### config.mk
export PLATFORM = sky130hd
export DESIGN_NAME = csil_core_status_irq
export DESIGN_NICKNAME = d
export VERILOG_FILES = /design/src/csil_pkg.sv /design/src/csil_core_status_irq.sv
export SDC_FILE = /design/constraint.sdc
export NUM_CORES = 1
export LEC_CHECK = 0
export ABC_AREA = 1
export BUFFER_PORTS_ARGS = -buffer_cell sky130_fd_sc_hd__buf_2
export CORE_MARGIN = 2
export CORE_UTILIZATION = 55
export DETAILED_ROUTE_END_ITERATION = 12
export PLACE_DENSITY = 0.81
export SYNTH_ARGS = -nofsm -noshare
export SYNTH_HDL_FRONTEND = slang
export SYNTH_SLANG_ARGS = --single-unit
### constraint.sdc
create_clock -name clk -period 3.9 [get_ports clk]
set_input_delay 0 -clock clk [delete_from_list [all_inputs] [get_ports clk]]
set_output_delay 0 -clock clk [all_outputs]
set_load 0.01 [all_outputs]
### src/csil_pkg.sv
package csil_pkg;

  ////////////////////////////////////////////////////////////////////////////
  // register map, data-memory addresses
  localparam logic [7:0] CSIL_FLAGS_ADDR  = 8'h0a;
  localparam logic [7:0] CSIL_IRQ_ADDR    = 8'h0b;

  // core_flags field positions
  localparam int unsigned CSIL_C_BIT      = 0;
  localparam int unsigned CSIL_HALF_BIT   = 1;
  localparam int unsigned CSIL_Z_BIT      = 2;
  localparam int unsigned CSIL_WRAP_BIT   = 3;
  localparam int unsigned CSIL_SLEEP_BIT  = 4;
  localparam int unsigned CSIL_WDOG_BIT   = 5;

  // irq_control field positions
  localparam int unsigned CSIL_GIE_BIT    = 0;
  localparam int unsigned CSIL_EXT_EN_BIT = 1;
  localparam int unsigned CSIL_TA_EN_BIT  = 2;
  localparam int unsigned CSIL_TB_EN_BIT  = 3;
  localparam int unsigned CSIL_EXT_PD_BIT = 4;
  localparam int unsigned CSIL_TA_PD_BIT  = 5;
  localparam int unsigned CSIL_TB_PD_BIT  = 6;

  // reset values
  localparam logic [5:0] CSIL_FLAGS_RST   = 6'h00;
  localparam logic [6:0] CSIL_IRQ_RST     = 7'h00;

  // fixed service entry points
  localparam logic [7:0] CSIL_VEC_EXT     = 8'h04;
  localparam logic [7:0] CSIL_VEC_TA      = 8'h08;
  localparam logic [7:0] CSIL_VEC_TB      = 8'h0c;

  ////////////////////////////////////////////////////////////////////////////
  typedef enum logic [3:0] {
    CSIL_OP_ADD  = 4'h0,
    CSIL_OP_ADC  = 4'h1,
    CSIL_OP_SUB  = 4'h2,
    CSIL_OP_SBC  = 4'h3,
    CSIL_OP_AND  = 4'h4,
    CSIL_OP_OR   = 4'h5,
    CSIL_OP_XOR  = 4'h6,
    CSIL_OP_CPL  = 4'h7,
    CSIL_OP_INC  = 4'h8,
    CSIL_OP_DEC  = 4'h9,
    CSIL_OP_RL   = 4'ha,
    CSIL_OP_RR   = 4'hb,
    CSIL_OP_RLC  = 4'hc,
    CSIL_OP_RRC  = 4'hd,
    CSIL_OP_DAA  = 4'he
  } csil_alu_op_e;

  typedef enum logic {
    CSIL_RUN   = 1'b0,
    CSIL_ENTRY = 1'b1
  } csil_seq_e;

  typedef struct packed {
    csil_alu_op_e op;
    logic [7:0]   a;
    logic [7:0]   b;
  } csil_alu_req_s;

  typedef struct packed {
    logic [7:0] data;
    logic       skip;
  } csil_alu_rsp_s;

endpackage

### src/csil_core_status_irq.sv
`timescale 1ns/100ps
module csil_core_status_irq
  import csil_pkg::*;
(
  input  wire logic          clk,                  // system clock, 125 MHz
  input  wire logic          rst,                  // async reset, active high
  input  wire logic [7:0]    addr,                 // register address
  input  wire logic [7:0]    wdata,                // register write data
  input  wire logic          wr,                   // write strobe
  input  wire logic          rd,                   // read strobe
  output logic      [7:0]    rdata,                // read data, cycle after rd
  input  wire logic          alu_valid,            // alu request strobe
  input  wire csil_alu_req_s alu_req,              // op and operands
  output logic               alu_rsp_valid,        // result strobe
  output csil_alu_rsp_s      alu_rsp,              // result and skip decision
  input  wire logic          sleep_instr,          // sleep executed
  input  wire logic          watchdog_clear_instr, // watchdog clear executed
  input  wire logic          watchdog_timeout,     // watchdog timed out
  input  wire logic          irq_exit_instr,       // interrupt return executed
  input  wire logic          ext_irq_pin,          // external pin, async
  input  wire logic          timer_a_ovf,          // timer a overflow pulse
  input  wire logic          timer_b_ovf,          // timer b overflow pulse
  input  wire logic          stack_full,           // stack holds no free level
  input  wire logic          instr_boundary,       // current instruction done
  output logic               irq_ack,              // push pc and branch
  output logic      [7:0]    irq_vector,           // branch target
  output logic               wake_req,             // leave sleep
  output logic      [5:0]    flags_view            // live status flags
);

  ////////////////////////////////////////////////////////////////////////////
  // state
  logic [5:0]    core_flags;
  logic [6:0]    irq_control;
  logic [5:0]    next_core_flags;
  logic [6:0]    next_irq_control;
  csil_seq_e     seq;
  csil_seq_e     next_seq;
  logic          ext_s1;
  logic          ext_s2;
  logic          ext_s3;

  ////////////////////////////////////////////////////////////////////////////
  // register decode
  wire sel_flags = (addr == CSIL_FLAGS_ADDR);
  wire sel_irq   = (addr == CSIL_IRQ_ADDR);
  wire wr_flags  = wr && sel_flags;
  wire wr_irq    = wr && sel_irq;

  ////////////////////////////////////////////////////////////////////////////
  // alu operand shaping; subtract is add of inverted operand
  wire       flag_c  = core_flags[CSIL_C_BIT];
  wire       flag_h  = core_flags[CSIL_HALF_BIT];
  wire       is_sub  = (alu_req.op == CSIL_OP_SUB) || (alu_req.op == CSIL_OP_SBC);
  wire       use_c   = (alu_req.op == CSIL_OP_ADC) || (alu_req.op == CSIL_OP_SBC);
  wire [7:0] b_eff   = is_sub ? ~alu_req.b : alu_req.b;
  wire       cin     = use_c ? flag_c : is_sub;

  // carries: full, low nibble, into msb
  wire [8:0] sum_full = {1'b0, alu_req.a} + {1'b0, b_eff} + {8'h00, cin};
  wire [4:0] sum_lo   = {1'b0, alu_req.a[3:0]} + {1'b0, b_eff[3:0]} + {4'h0, cin};
  wire [7:0] sum_l7   = {1'b0, alu_req.a[6:0]} + {1'b0, b_eff[6:0]} + {7'h00, cin};
  wire       arith_ov = sum_l7[7] ^ sum_full[8];

  // decimal adjust after a bcd addition
  wire       daa_lo  = (alu_req.a[3:0] > 4'h9) || flag_h;
  wire [8:0] daa_mid = {1'b0, alu_req.a} + (daa_lo ? 9'h006 : 9'h000);
  wire       daa_hi  = daa_mid[8] || (daa_mid[7:4] > 4'h9) || flag_c;
  wire [8:0] daa_sum = daa_mid + (daa_hi ? 9'h060 : 9'h000);

  ////////////////////////////////////////////////////////////////////////////
  // alu result and which flags the op touches
  logic [7:0] alu_data;
  logic       upd_arith;
  logic       upd_z;
  logic       upd_c;
  logic       new_c;

  always_comb begin
    alu_data  = alu_req.a;
    upd_arith = 1'b0;
    upd_z     = 1'b0;
    upd_c     = 1'b0;
    new_c     = flag_c;
    unique case (alu_req.op)
      CSIL_OP_ADD, CSIL_OP_ADC, CSIL_OP_SUB, CSIL_OP_SBC: begin
        alu_data  = sum_full[7:0];
        upd_arith = 1'b1;
      end
      CSIL_OP_AND: begin
        alu_data = alu_req.a & alu_req.b;
        upd_z    = 1'b1;
      end
      CSIL_OP_OR: begin
        alu_data = alu_req.a | alu_req.b;
        upd_z    = 1'b1;
      end
      CSIL_OP_XOR: begin
        alu_data = alu_req.a ^ alu_req.b;
        upd_z    = 1'b1;
      end
      CSIL_OP_CPL: begin
        alu_data = ~alu_req.a;
        upd_z    = 1'b1;
      end
      CSIL_OP_INC: begin
        alu_data = alu_req.a + 8'h01;
        upd_z    = 1'b1;
      end
      CSIL_OP_DEC: begin
        alu_data = alu_req.a - 8'h01;
        upd_z    = 1'b1;
      end
      CSIL_OP_RL: begin
        alu_data = {alu_req.a[6:0], alu_req.a[7]};
      end
      CSIL_OP_RR: begin
        alu_data = {alu_req.a[0], alu_req.a[7:1]};
      end
      CSIL_OP_RLC: begin
        alu_data = {alu_req.a[6:0], flag_c};
        upd_c    = 1'b1;
        new_c    = alu_req.a[7];
      end
      CSIL_OP_RRC: begin
        alu_data = {flag_c, alu_req.a[7:1]};
        upd_c    = 1'b1;
        new_c    = alu_req.a[0];
      end
      CSIL_OP_DAA: begin
        alu_data = daa_sum[7:0];
        upd_c    = 1'b1;
        new_c    = daa_hi || daa_sum[8];
      end
      default: begin
        alu_data = alu_req.a;
      end
    endcase
  end

  ////////////////////////////////////////////////////////////////////////////
  // next flags: software write, then alu, then sleep and watchdog events
  always_comb begin
    next_core_flags = core_flags;
    if (wr_flags) begin
      next_core_flags[CSIL_WRAP_BIT:CSIL_C_BIT] = wdata[CSIL_WRAP_BIT:CSIL_C_BIT];
    end
    if (alu_valid && upd_arith) begin
      next_core_flags[CSIL_C_BIT]    = sum_full[8];
      next_core_flags[CSIL_HALF_BIT] = sum_lo[4];
      next_core_flags[CSIL_WRAP_BIT] = arith_ov;
    end
    if (alu_valid && (upd_arith || upd_z)) begin
      next_core_flags[CSIL_Z_BIT] = (alu_data == 8'h00);
    end
    if (alu_valid && upd_c) begin
      next_core_flags[CSIL_C_BIT] = new_c;
    end
    // sleep wins over a watchdog clear in the same cycle
    if (sleep_instr) begin
      next_core_flags[CSIL_SLEEP_BIT] = 1'b1;
    end else if (watchdog_clear_instr) begin
      next_core_flags[CSIL_SLEEP_BIT] = 1'b0;
    end
    // a timeout is never lost to a simultaneous clear
    if (watchdog_timeout) begin
      next_core_flags[CSIL_WDOG_BIT] = 1'b1;
    end else if (watchdog_clear_instr || sleep_instr) begin
      next_core_flags[CSIL_WDOG_BIT] = 1'b0;
    end
  end

  ////////////////////////////////////////////////////////////////////////////
  // external pin synchroniser and falling edge
  always_ff @(posedge clk or posedge rst) begin
    if (rst) begin
      ext_s1 <= 1'b1;
      ext_s2 <= 1'b1;
      ext_s3 <= 1'b1;
    end else begin
      ext_s1 <= ext_irq_pin;
      ext_s2 <= ext_s1;
      ext_s3 <= ext_s2;
    end
  end

  wire ext_fall = ext_s3 && !ext_s2;

  ////////////////////////////////////////////////////////////////////////////
  // request qualification, fixed priority
  wire gie     = irq_control[CSIL_GIE_BIT];
  wire req_ext = irq_control[CSIL_EXT_PD_BIT] && irq_control[CSIL_EXT_EN_BIT];
  wire req_ta  = irq_control[CSIL_TA_PD_BIT] && irq_control[CSIL_TA_EN_BIT];
  wire req_tb  = irq_control[CSIL_TB_PD_BIT] && irq_control[CSIL_TB_EN_BIT];
  wire any_req = req_ext || req_ta || req_tb;
  // stack full holds the request back until a return frees a level
  wire take    = (seq == CSIL_RUN) && instr_boundary && gie
                 && !stack_full && any_req;
  wire take_ext = take && req_ext;
  wire take_ta  = take && !req_ext && req_ta;
  wire take_tb  = take && !req_ext && !req_ta;
  wire [7:0] take_vec = req_ext ? CSIL_VEC_EXT :
                        req_ta  ? CSIL_VEC_TA  : CSIL_VEC_TB;

  ////////////////////////////////////////////////////////////////////////////
  // next irq_control: write, exit, entry clear, then hardware sets win last
  always_comb begin
    next_irq_control = irq_control;
    if (wr_irq) begin
      next_irq_control = wdata[6:0];
    end
    if (irq_exit_instr) begin
      next_irq_control[CSIL_GIE_BIT] = 1'b1;
    end
    if (take) begin
      next_irq_control[CSIL_GIE_BIT] = 1'b0;
    end
    if (take_ext) begin
      next_irq_control[CSIL_EXT_PD_BIT] = 1'b0;
    end
    if (take_ta) begin
      next_irq_control[CSIL_TA_PD_BIT] = 1'b0;
    end
    if (take_tb) begin
      next_irq_control[CSIL_TB_PD_BIT] = 1'b0;
    end
    if (ext_fall) begin
      next_irq_control[CSIL_EXT_PD_BIT] = 1'b1;
    end
    if (timer_a_ovf) begin
      next_irq_control[CSIL_TA_PD_BIT] = 1'b1;
    end
    if (timer_b_ovf) begin
      next_irq_control[CSIL_TB_PD_BIT] = 1'b1;
    end
  end

  assign next_seq = take ? CSIL_ENTRY : CSIL_RUN;

  ////////////////////////////////////////////////////////////////////////////
  // state registers
  always_ff @(posedge clk or posedge rst) begin
    if (rst) begin
      core_flags  <= CSIL_FLAGS_RST;
      irq_control <= CSIL_IRQ_RST;
      seq         <= CSIL_RUN;
      irq_vector  <= 8'h00;
    end else begin
      core_flags  <= next_core_flags;
      irq_control <= next_irq_control;
      seq         <= next_seq;
      irq_vector  <= take ? take_vec : irq_vector;
    end
  end

  // alu result register, skip decision is a zero test of the result
  always_ff @(posedge clk or posedge rst) begin
    if (rst) begin
      alu_rsp_valid <= 1'b0;
      alu_rsp       <= '0;
    end else begin
      alu_rsp_valid <= alu_valid;
      alu_rsp       <= alu_valid ? {alu_data, (alu_data == 8'h00)} : alu_rsp;
    end
  end

  // read port; unmapped addresses and idle cycles give zero
  wire [7:0] rd_mux = sel_flags ? {2'b00, core_flags} :
                      sel_irq   ? {1'b0, irq_control} : 8'h00;

  always_ff @(posedge clk or posedge rst) begin
    if (rst) begin
      rdata <= 8'h00;
    end else begin
      rdata <= rd ? rd_mux : 8'h00;
    end
  end

  ////////////////////////////////////////////////////////////////////////////
  // outputs; only the pc is pushed, flags stay with software
  assign irq_ack    = (seq == CSIL_ENTRY);
  // any pending source wakes, even with enables low
  assign wake_req   = irq_control[CSIL_EXT_PD_BIT] || irq_control[CSIL_TA_PD_BIT]
                      || irq_control[CSIL_TB_PD_BIT];
  assign flags_view = core_flags;

  wire [8:0] chk_add = {1'b0, alu_req.a} + {1'b0, alu_req.b};
endmodule

==> qor.yml, run 1 <==
status:
  status: "completed"
grt:
  grtUsageTotal_pct: 30.8
  antenna_found_initial: 0
  grt_pass1_vias: 3674
  grt_remaining_overflow: 0
  grt_first_pass_wirelength_microns: 17700
  grt_start_max_net_pins: 37
pwr:
  p_switching_uw: 431
  ir_drop_mv: 0.191
  seqPwrFrac_pct: 39.0
  power.density_nw_per_um2: 269
  internal-power_uw: 702
  p_clk_share_pct: 22.6
  total_power_mw: 1.13
  p_leak_nw: 2.33
  p_sw_share_pct: 38.0
  power.share.combinational_pct: 38.4
floorplanning:
  start_util_pct: 56.5
  num_rows: 29
  die_w_microns: 84.3
  core_sq_um: 6280
  ios: 84
  die_h_microns: 84.3
  fp.dieArea_sq_um: 7110
yosys:
  synth_common_cells: "nand2_1 (157), inv_1 (75), nor2_1 (51)"
  ys_top_cells_by_area: "dfrtp_1 (23%), nand2_1 (17%), ha_1 (12%)"
  synth_cells: 540
  syn-cell-area_sq_um: 3550
  synth_edf_count: 0
  synth-main-ff-cell: "dfrtp_1"
  ys_seq_area_share_pct: 25.5
  synth.largest_area_cell: "dfrtp_1"
  synth_area_per_cell_sq_um: 6.57
  ys_types: 40
  ys_ff_latch: 36
  synth_warnings: 0
  yosysMostFrequentCell: "nand2_1"
  synth_top_cell_area_share_pct: 23.3
  async_reset_ff_share_pct: 100
sta:
  finalCritPeriodShare_pct: 86.9
  hold_viol_final: 0
  setup_slack_ns: 0.512
  fin_hold_ws_ns: 0.0144
  fin_skew_ns: 0.0132
  grt_setup_unrepaired: "false"
  relSlewSlack_pct: 48.7
  setup_viol: 0
  slew_viol_final: 0
  finalSetupTns_ns: 0
  tightest_slew_ns: 0.767
  min_period_ns: 3.39
  clock.fmax_ghz: 0.295
critical_path:
  start_kind: "flop"
  cp_top_family: "simple AND/OR/NAND/NOR gates"
  slowest_delay_ns: 0.41
  cp_data_required_time_ns: 4.12
  cp_data_arrival_time_ns: 3.61
  cp_common_cell: "nand2_1"
  crit_slowest_cell: "dfrtp_1"
  crit_buf_inv: 2
  crit_chain: "nor2_1 > inv_1 > ha_1 > inv_1 > fa_1 > nor2_1 > nand3_1 > nand2_1 > nand2_1 > nand2_1 > nand2_1 > ha_1 > ha_1 > a21oi_1 > nand3_1 > nor2_1 > nand3_1 > o21ai_0 > nand2_1 > nor2_1 > nand3_1 > nand2_1"
  worstSetupEndpointType: "flop"
  worstSetupPathType: "flop to flop"
  worstPathMaxFanout: 4
clock_tree:
  htreeDepth: 2
  cts.clk_slew.worst_paths_ns: 0.08
  cts_sinks: 36
  clock_latency_ns: 0.29
  cts_buffers: 5
  cts_tree: "done"
  clockRootBuffer: "clkbuf_8"
  cts_setup_buffers: 0
  clockBufferDepth: 2
detailed_routing:
  wl_per_cell_microns: 15.0
  avgViaCountPerCell: 5.50
  num_vias: 3907
  ant_nets: 0
  dr.pass1.iters: 5
  drtIter0Drc: 307
  drc: 0
  totalWireLength_microns: 10700
final_layout:
  area_delta_synth_final_pct: 18.7
  seq_area_sq_um: 905
  multi_input_area_sq_um: 2270
  final_util_pct: 67.1
  final_area_sq_um: 4210
  nFillCells: 581
  nets: 720
  num_antenna_cells: 0
  final_cells: 711
  drive_above_1_share_pct: 16.2
place:
  dpl.cell_count: 689
  place_ws_ns: 0.448
  dpl.hpwl_microns: 8380
  routabilityCongestion: 0.976
  numPortBuffers: 75
  dpl-instance-area_sq_um: 3980
flow_run:
  maxCapViolCount: 0
worst_hold_path:
  hp-class: "primary input to flop"
## area by class of cell
class                      instances  share of cell area [%]
inverter                          81                    7.22
tap                               77                    2.29
sequential                        36                    21.5
timing repair buffer              93                    13.0
clock inverter                     3                   0.446
multi-input combinational        416                    54.0
clock buffer                       5                    1.63
## layer usage
| layer | GRT usage (%) | up-vias | routed length [microns] |
|---|---|---|---|
| met1 | 40.9 | 1749 | 4520 |
| li1 | - | 1938 | - |
| met2 | 51.2 | 198 | 4960 |
| met3 | 4.92 | 22 | 963 |
| met4 | 10.3 | 0 | 237 |
| met5 | 0 | - | 0 |
## tightest hold or removal path: cells and delay by family
family                 cells  cell delay [ns]
buffers and inverters      1             0.08
AO/OA/AOI/OAI              1             0.14
AND/OR/NAND/NOR            1             0.05
## what timing repair did
| action | in CTS | in global routing |
|---|---|---|
| endpoints found under the hold margin | 43 | 0 |
| gates resized for setup | 0 | 0 |
| hold buffers | 14 | 0 |
## path summary, 6_finish.rpt
check / start / to / slack, ns / cells past startpoint
min reg2reg: ext_s1 / ext_s2 / 0.36 / 0
max: flags_view[1] / alu_rsp[0] / 0.51 / 22
max reg2reg: flags_view[1] / alu_rsp[0] / 0.51 / 22
min: watchdog_clear_instr / flags_view[5] / 0.01 / 3
min in group asynchronous: rst / rdata[3] / 0.35 / 4
max in group asynchronous: rst / ext_s1 / 3.19 / 4
## registers in the layout (all words and copies together) (netlist names)
signal         flops
rdata              7
irq_ack            1
alu_rsp_valid      1
ext_s1             1
ext_s3             1
irq_vector         2
flags_view         6
ext_s2             1
alu_rsp            9
irq_control        7
## cell families (layout without fill, tap and decap cells)
| logic type | Yosys count | in the layout | share of synthesized area, % |
|---|---|---|---|
| AOI/OAI and AO/OA | 75 | 75 | 12.0 |
| buffers and inverters | 94 | 182 | 11.0 |
| other | 1 | 7 | 0.106 |
| xor gates and xnor gates | 12 | 12 | 2.96 |
| and+or+nand+nor | 285 | 285 | 34.5 |
| adders and majority gates | 37 | 37 | 13.9 |
| DFF | 36 | 36 | 25.5 |
## power groups by stage
stage / logic, mW / registers, mW / clock network [mW]
2_1_floorplan: 0.256 / 0.461 / 0
3_3_place_gp: 0.408 / 0.445 / 0
3_5_place_dp: 0.417 / 0.447 / 0
4_1_cts: 0.430 / 0.441 / 0.263
5_1_grt: 0.494 / 0.447 / 0.281
6_report: 0.435 / 0.442 / 0.256
## cells in the final DEF (no fill, tap or decap), drive strengths merged, types with 5 or more instances in the layout
cell / instances
nand3: 43
xor2: 11
o21ai: 29
clkbuf: 5
dlygate4sd3: 14
nand4: 18
dfrtp: 33
a21oi: 28
conb: 7
nor2: 52
buf: 79
inv: 80
nand2: 159
ha: 33
Note: power is estimated with default switching activity, not from simulation.
==> run 2: changes to the inputs <==
--- a/config.mk
+++ b/config.mk
@@ -7,10 +7,11 @@
 export LEC_CHECK = 0
 export ABC_AREA = 1
 export BUFFER_PORTS_ARGS = -buffer_cell sky130_fd_sc_hd__buf_2
-export CORE_MARGIN = 2
 export CORE_UTILIZATION = 55
 export DETAILED_ROUTE_END_ITERATION = 12
+export GPL_TIMING_DRIVEN = 1
 export PLACE_DENSITY = 0.81
+export RECOVER_POWER = 100
 export SYNTH_ARGS = -nofsm -noshare
 export SYNTH_HDL_FRONTEND = slang
 export SYNTH_SLANG_ARGS = --single-unit
==> qor.yml, run 2 (synthesis results as in run 1) <==
status:
  status: "finished, violations left"  # was completed
  violations: "capacitance limit, slew limit"
grt:
  antenna_found_initial: 0  # unchanged
  grt_pass1_vias: 3501  # was 3,674
  grt_first_pass_wirelength_microns: 16900  # was 17,700 microns
  grt_start_max_net_pins: 37  # unchanged
  grt_remaining_overflow: 0  # unchanged
  grtUsageTotal_pct: 33.6  # was 30.8%
pwr:
  internal-power_uw: 695  # was 702 uW
  ir_drop_mv: 0.213  # was 0.191 mV
  p_leak_nw: 2.24  # was 2.33 nW
  p_clk_share_pct: 23.1  # was 22.6%
  p_switching_uw: 443  # was 431 uW
  power.share.combinational_pct: 38.0  # was 38.4%
  p_sw_share_pct: 38.9  # was 38.0%
  seqPwrFrac_pct: 38.9  # was 39.0%
  power.density_nw_per_um2: 272  # was 269 nW/um^2
final_layout:
  final_area_sq_um: 4180  # was 4210 sq um
  nets: 723  # was 720
  reg.largest.list: "alu_rsp (9), irq_control (7), rdata (7)"  # unchanged
  area_delta_synth_final_pct: 17.7  # was 18.7%
  num_antenna_cells: 0  # unchanged
  most-common-layout-cells: "nand2_1 (158), inv_1 (75), nor2_1 (51), buf_2 (46), nand3_1 (43)"  # was nand2_1 (157), inv_1 (75), buf_2 (75), nor2_1 (51), nand3_1 (43)
  regMostFlops: "alu_rsp"  # unchanged
  final_common_cell: "nand2_1"  # unchanged
  largest_reg_flops: 9  # unchanged
  final_util_pct: 68.9  # was 67.1%
  drive_above_1_share_pct: 11.3  # was 16.2%
floorplanning:
  die_w_microns: 82.3  # was 84.3 microns
  num_rows: 28  # was 29
  ios: 84  # unchanged
  start_util_pct: 58.5  # was 56.5%
  core_sq_um: 6060  # was 6280 sq um
  fp.dieArea_sq_um: 6770  # was 7110 sq um
  die_h_microns: 82.3  # was 84.3 microns
detailed_routing:
  ant_nets: 0  # unchanged
  wl_per_cell_microns: 15.3  # was 15.0 microns
  num_vias: 4004  # was 3,907
  drtIter0Drc: 292  # was 307
  avgViaCountPerCell: 5.62  # was 5.50
  totalWireLength_microns: 10900  # was 10,700 microns
  drc: 0  # unchanged
  dr.pass1.iters: 6  # was 5
sta:
  fin_hold_ws_ns: 0.00900  # was 0.0144 ns
  grt_setup_unrepaired: "false"  # unchanged
  slew_viol_final: 37  # was 0
  finalSetupTns_ns: 0  # unchanged
  relSlewSlack_pct: -24.2  # was 48.7%
  setup_viol: 0  # unchanged
  min_period_ns: 3.44  # was 3.39 ns
  hold_viol_final: 0  # unchanged
  finalCritPeriodShare_pct: 88.3  # was 86.9%
  fin_skew_ns: 0.0133  # was 0.0132 ns
  tightest_slew_ns: 1.86  # was 0.767 ns
  clock.fmax_ghz: 0.291  # was 0.295 GHz
place:
  dpl-instance-area_sq_um: 4000  # was 3980 sq um
  dpl.hpwl_microns: 8500  # was 8380 microns
  routabilityCongestion: 0.976  # about the same
  numPortBuffers: 75  # unchanged
clock_tree:
  clockBufferDepth: 2  # unchanged
  htreeDepth: 2  # unchanged
  cts_tree: "done"  # unchanged
  cts_buffers: 5  # unchanged
  cts_hold_buf: 15  # was 14
  cts_sinks: 36  # unchanged
  cts.clk_slew.worst_paths_ns: 0.08  # about the same
  cts_setup_buffers: 0  # unchanged
  clockRootBuffer: "clkbuf_8"  # unchanged
  cts_resized: 0  # unchanged
  clock_latency_ns: 0.29  # about the same
flow_run:
  maxCapViolCount: 1  # was 0
critical_path:
  r2r_cells: 22  # unchanged
  worstSetupPathType: "flop to flop"  # unchanged
  cp_data_arrival_time_ns: 3.66  # was 3.61 ns
  cp_data_required_time_ns: 4.12  # about the same
  worstReg2RegStart: "flags_view[1]"  # unchanged
  r2r-end: "flags_view[2]"  # was alu_rsp[0]
  worstSetupEndpointType: "flop"  # unchanged
  r2r_setup_slack_ns: 0.46  # was 0.51 ns
  start_kind: "flop"  # unchanged
  worstPathMaxFanout: 4  # unchanged
worst_hold_path:
  holdCritStartpoint: "watchdog_clear_instr"  # unchanged
  whs_endpoint: "flags_view[4]"  # was flags_view[5]
  worstHoldPathCells: 3  # unchanged
  hp-class: "primary input to flop"  # unchanged
run 2: layer usage:
metal | vias up | global-route usage [%] | wire length [microns]
li1 | 1939 | - | -
met1 | 1830 | 44.0 | 4510
met2 | 209 | 55.7 | 5070
met3 | 26 | 6.15 | 1090
met4 | 0 | 10.7 | 231
met5 | - | 0 | 0
run 2: power by group through the flow:
stage | clock [mW] | sequential [mW] | combinational (mW)
4_1_cts | 0.266 | 0.440 | 0.437
3_5_place_dp | 0 | 0.448 | 0.422
5_1_grt | 0.282 | 0.448 | 0.485
6_report | 0.263 | 0.442 | 0.432
3_3_place_gp | 0 | 0.445 | 0.412
2_1_floorplan | 0 | 0.461 | 0.256
run 2: layout make-up:
type / count / area [sq um]
clock inverter: 3 / 18.8
timing repair buffer: 96 / 531
fill: 565 / 1880
inverter: 81 / 304
multi-input combinational: 416 / 2260
sequential: 36 / 905
tap: 75 / 93.8
clock buffer: 5 / 68.8
run 2: worst max-delay path, stage by stage (launching register included):
cell and delay [ns]:
dfrtp_1 0.42, nor2_1 0.10, inv_1 0.08, ha_1 0.18, inv_1 0.06, fa_1 0.41, nor2_1 0.20, nand3_1 0.10
nand2_1 0.07, nand2_1 0.07, nand2_1 0.10, nand2_1 0.10, ha_1 0.19, ha_1 0.27, a21oi_1 0.14, nand3_1 0.08
nor2_1 0.13, nand3_1 0.10, o21ai_0 0.17, nand2_1 0.10, nor2_1 0.15, nand3_1 0.09, nand2_1 0.06
run 2: worst max path at each step:
stage / startpoint / endpoint / slack (ns)
floorplan: flags_view[1] / alu_rsp[0] / 0.95
global route: flags_view[1] / flags_view[2] / 0.09
detailed placement: alu_req[10] / flags_view[2] / 0.41
CTS: flags_view[1] / flags_view[2] / 0.51
global placement: alu_req[10] / flags_view[2] / 0.54
finish: flags_view[1] / flags_view[2] / 0.46
run 2: metrics by stage:
| stage | cells | power [mW] | worst slack (ns) |
|---|---|---|---|
| floorplan | 546 | 0.717 | 0.947 |
| global placement | 689 | 0.858 | 0.537 |
| detailed placement | 689 | 0.870 | 0.410 |
| CTS | 712 | 1.14 | 0.512 |
| global route | 712 | 1.21 | 0.0927 |
| finish | 712 | 1.14 | 0.458 |
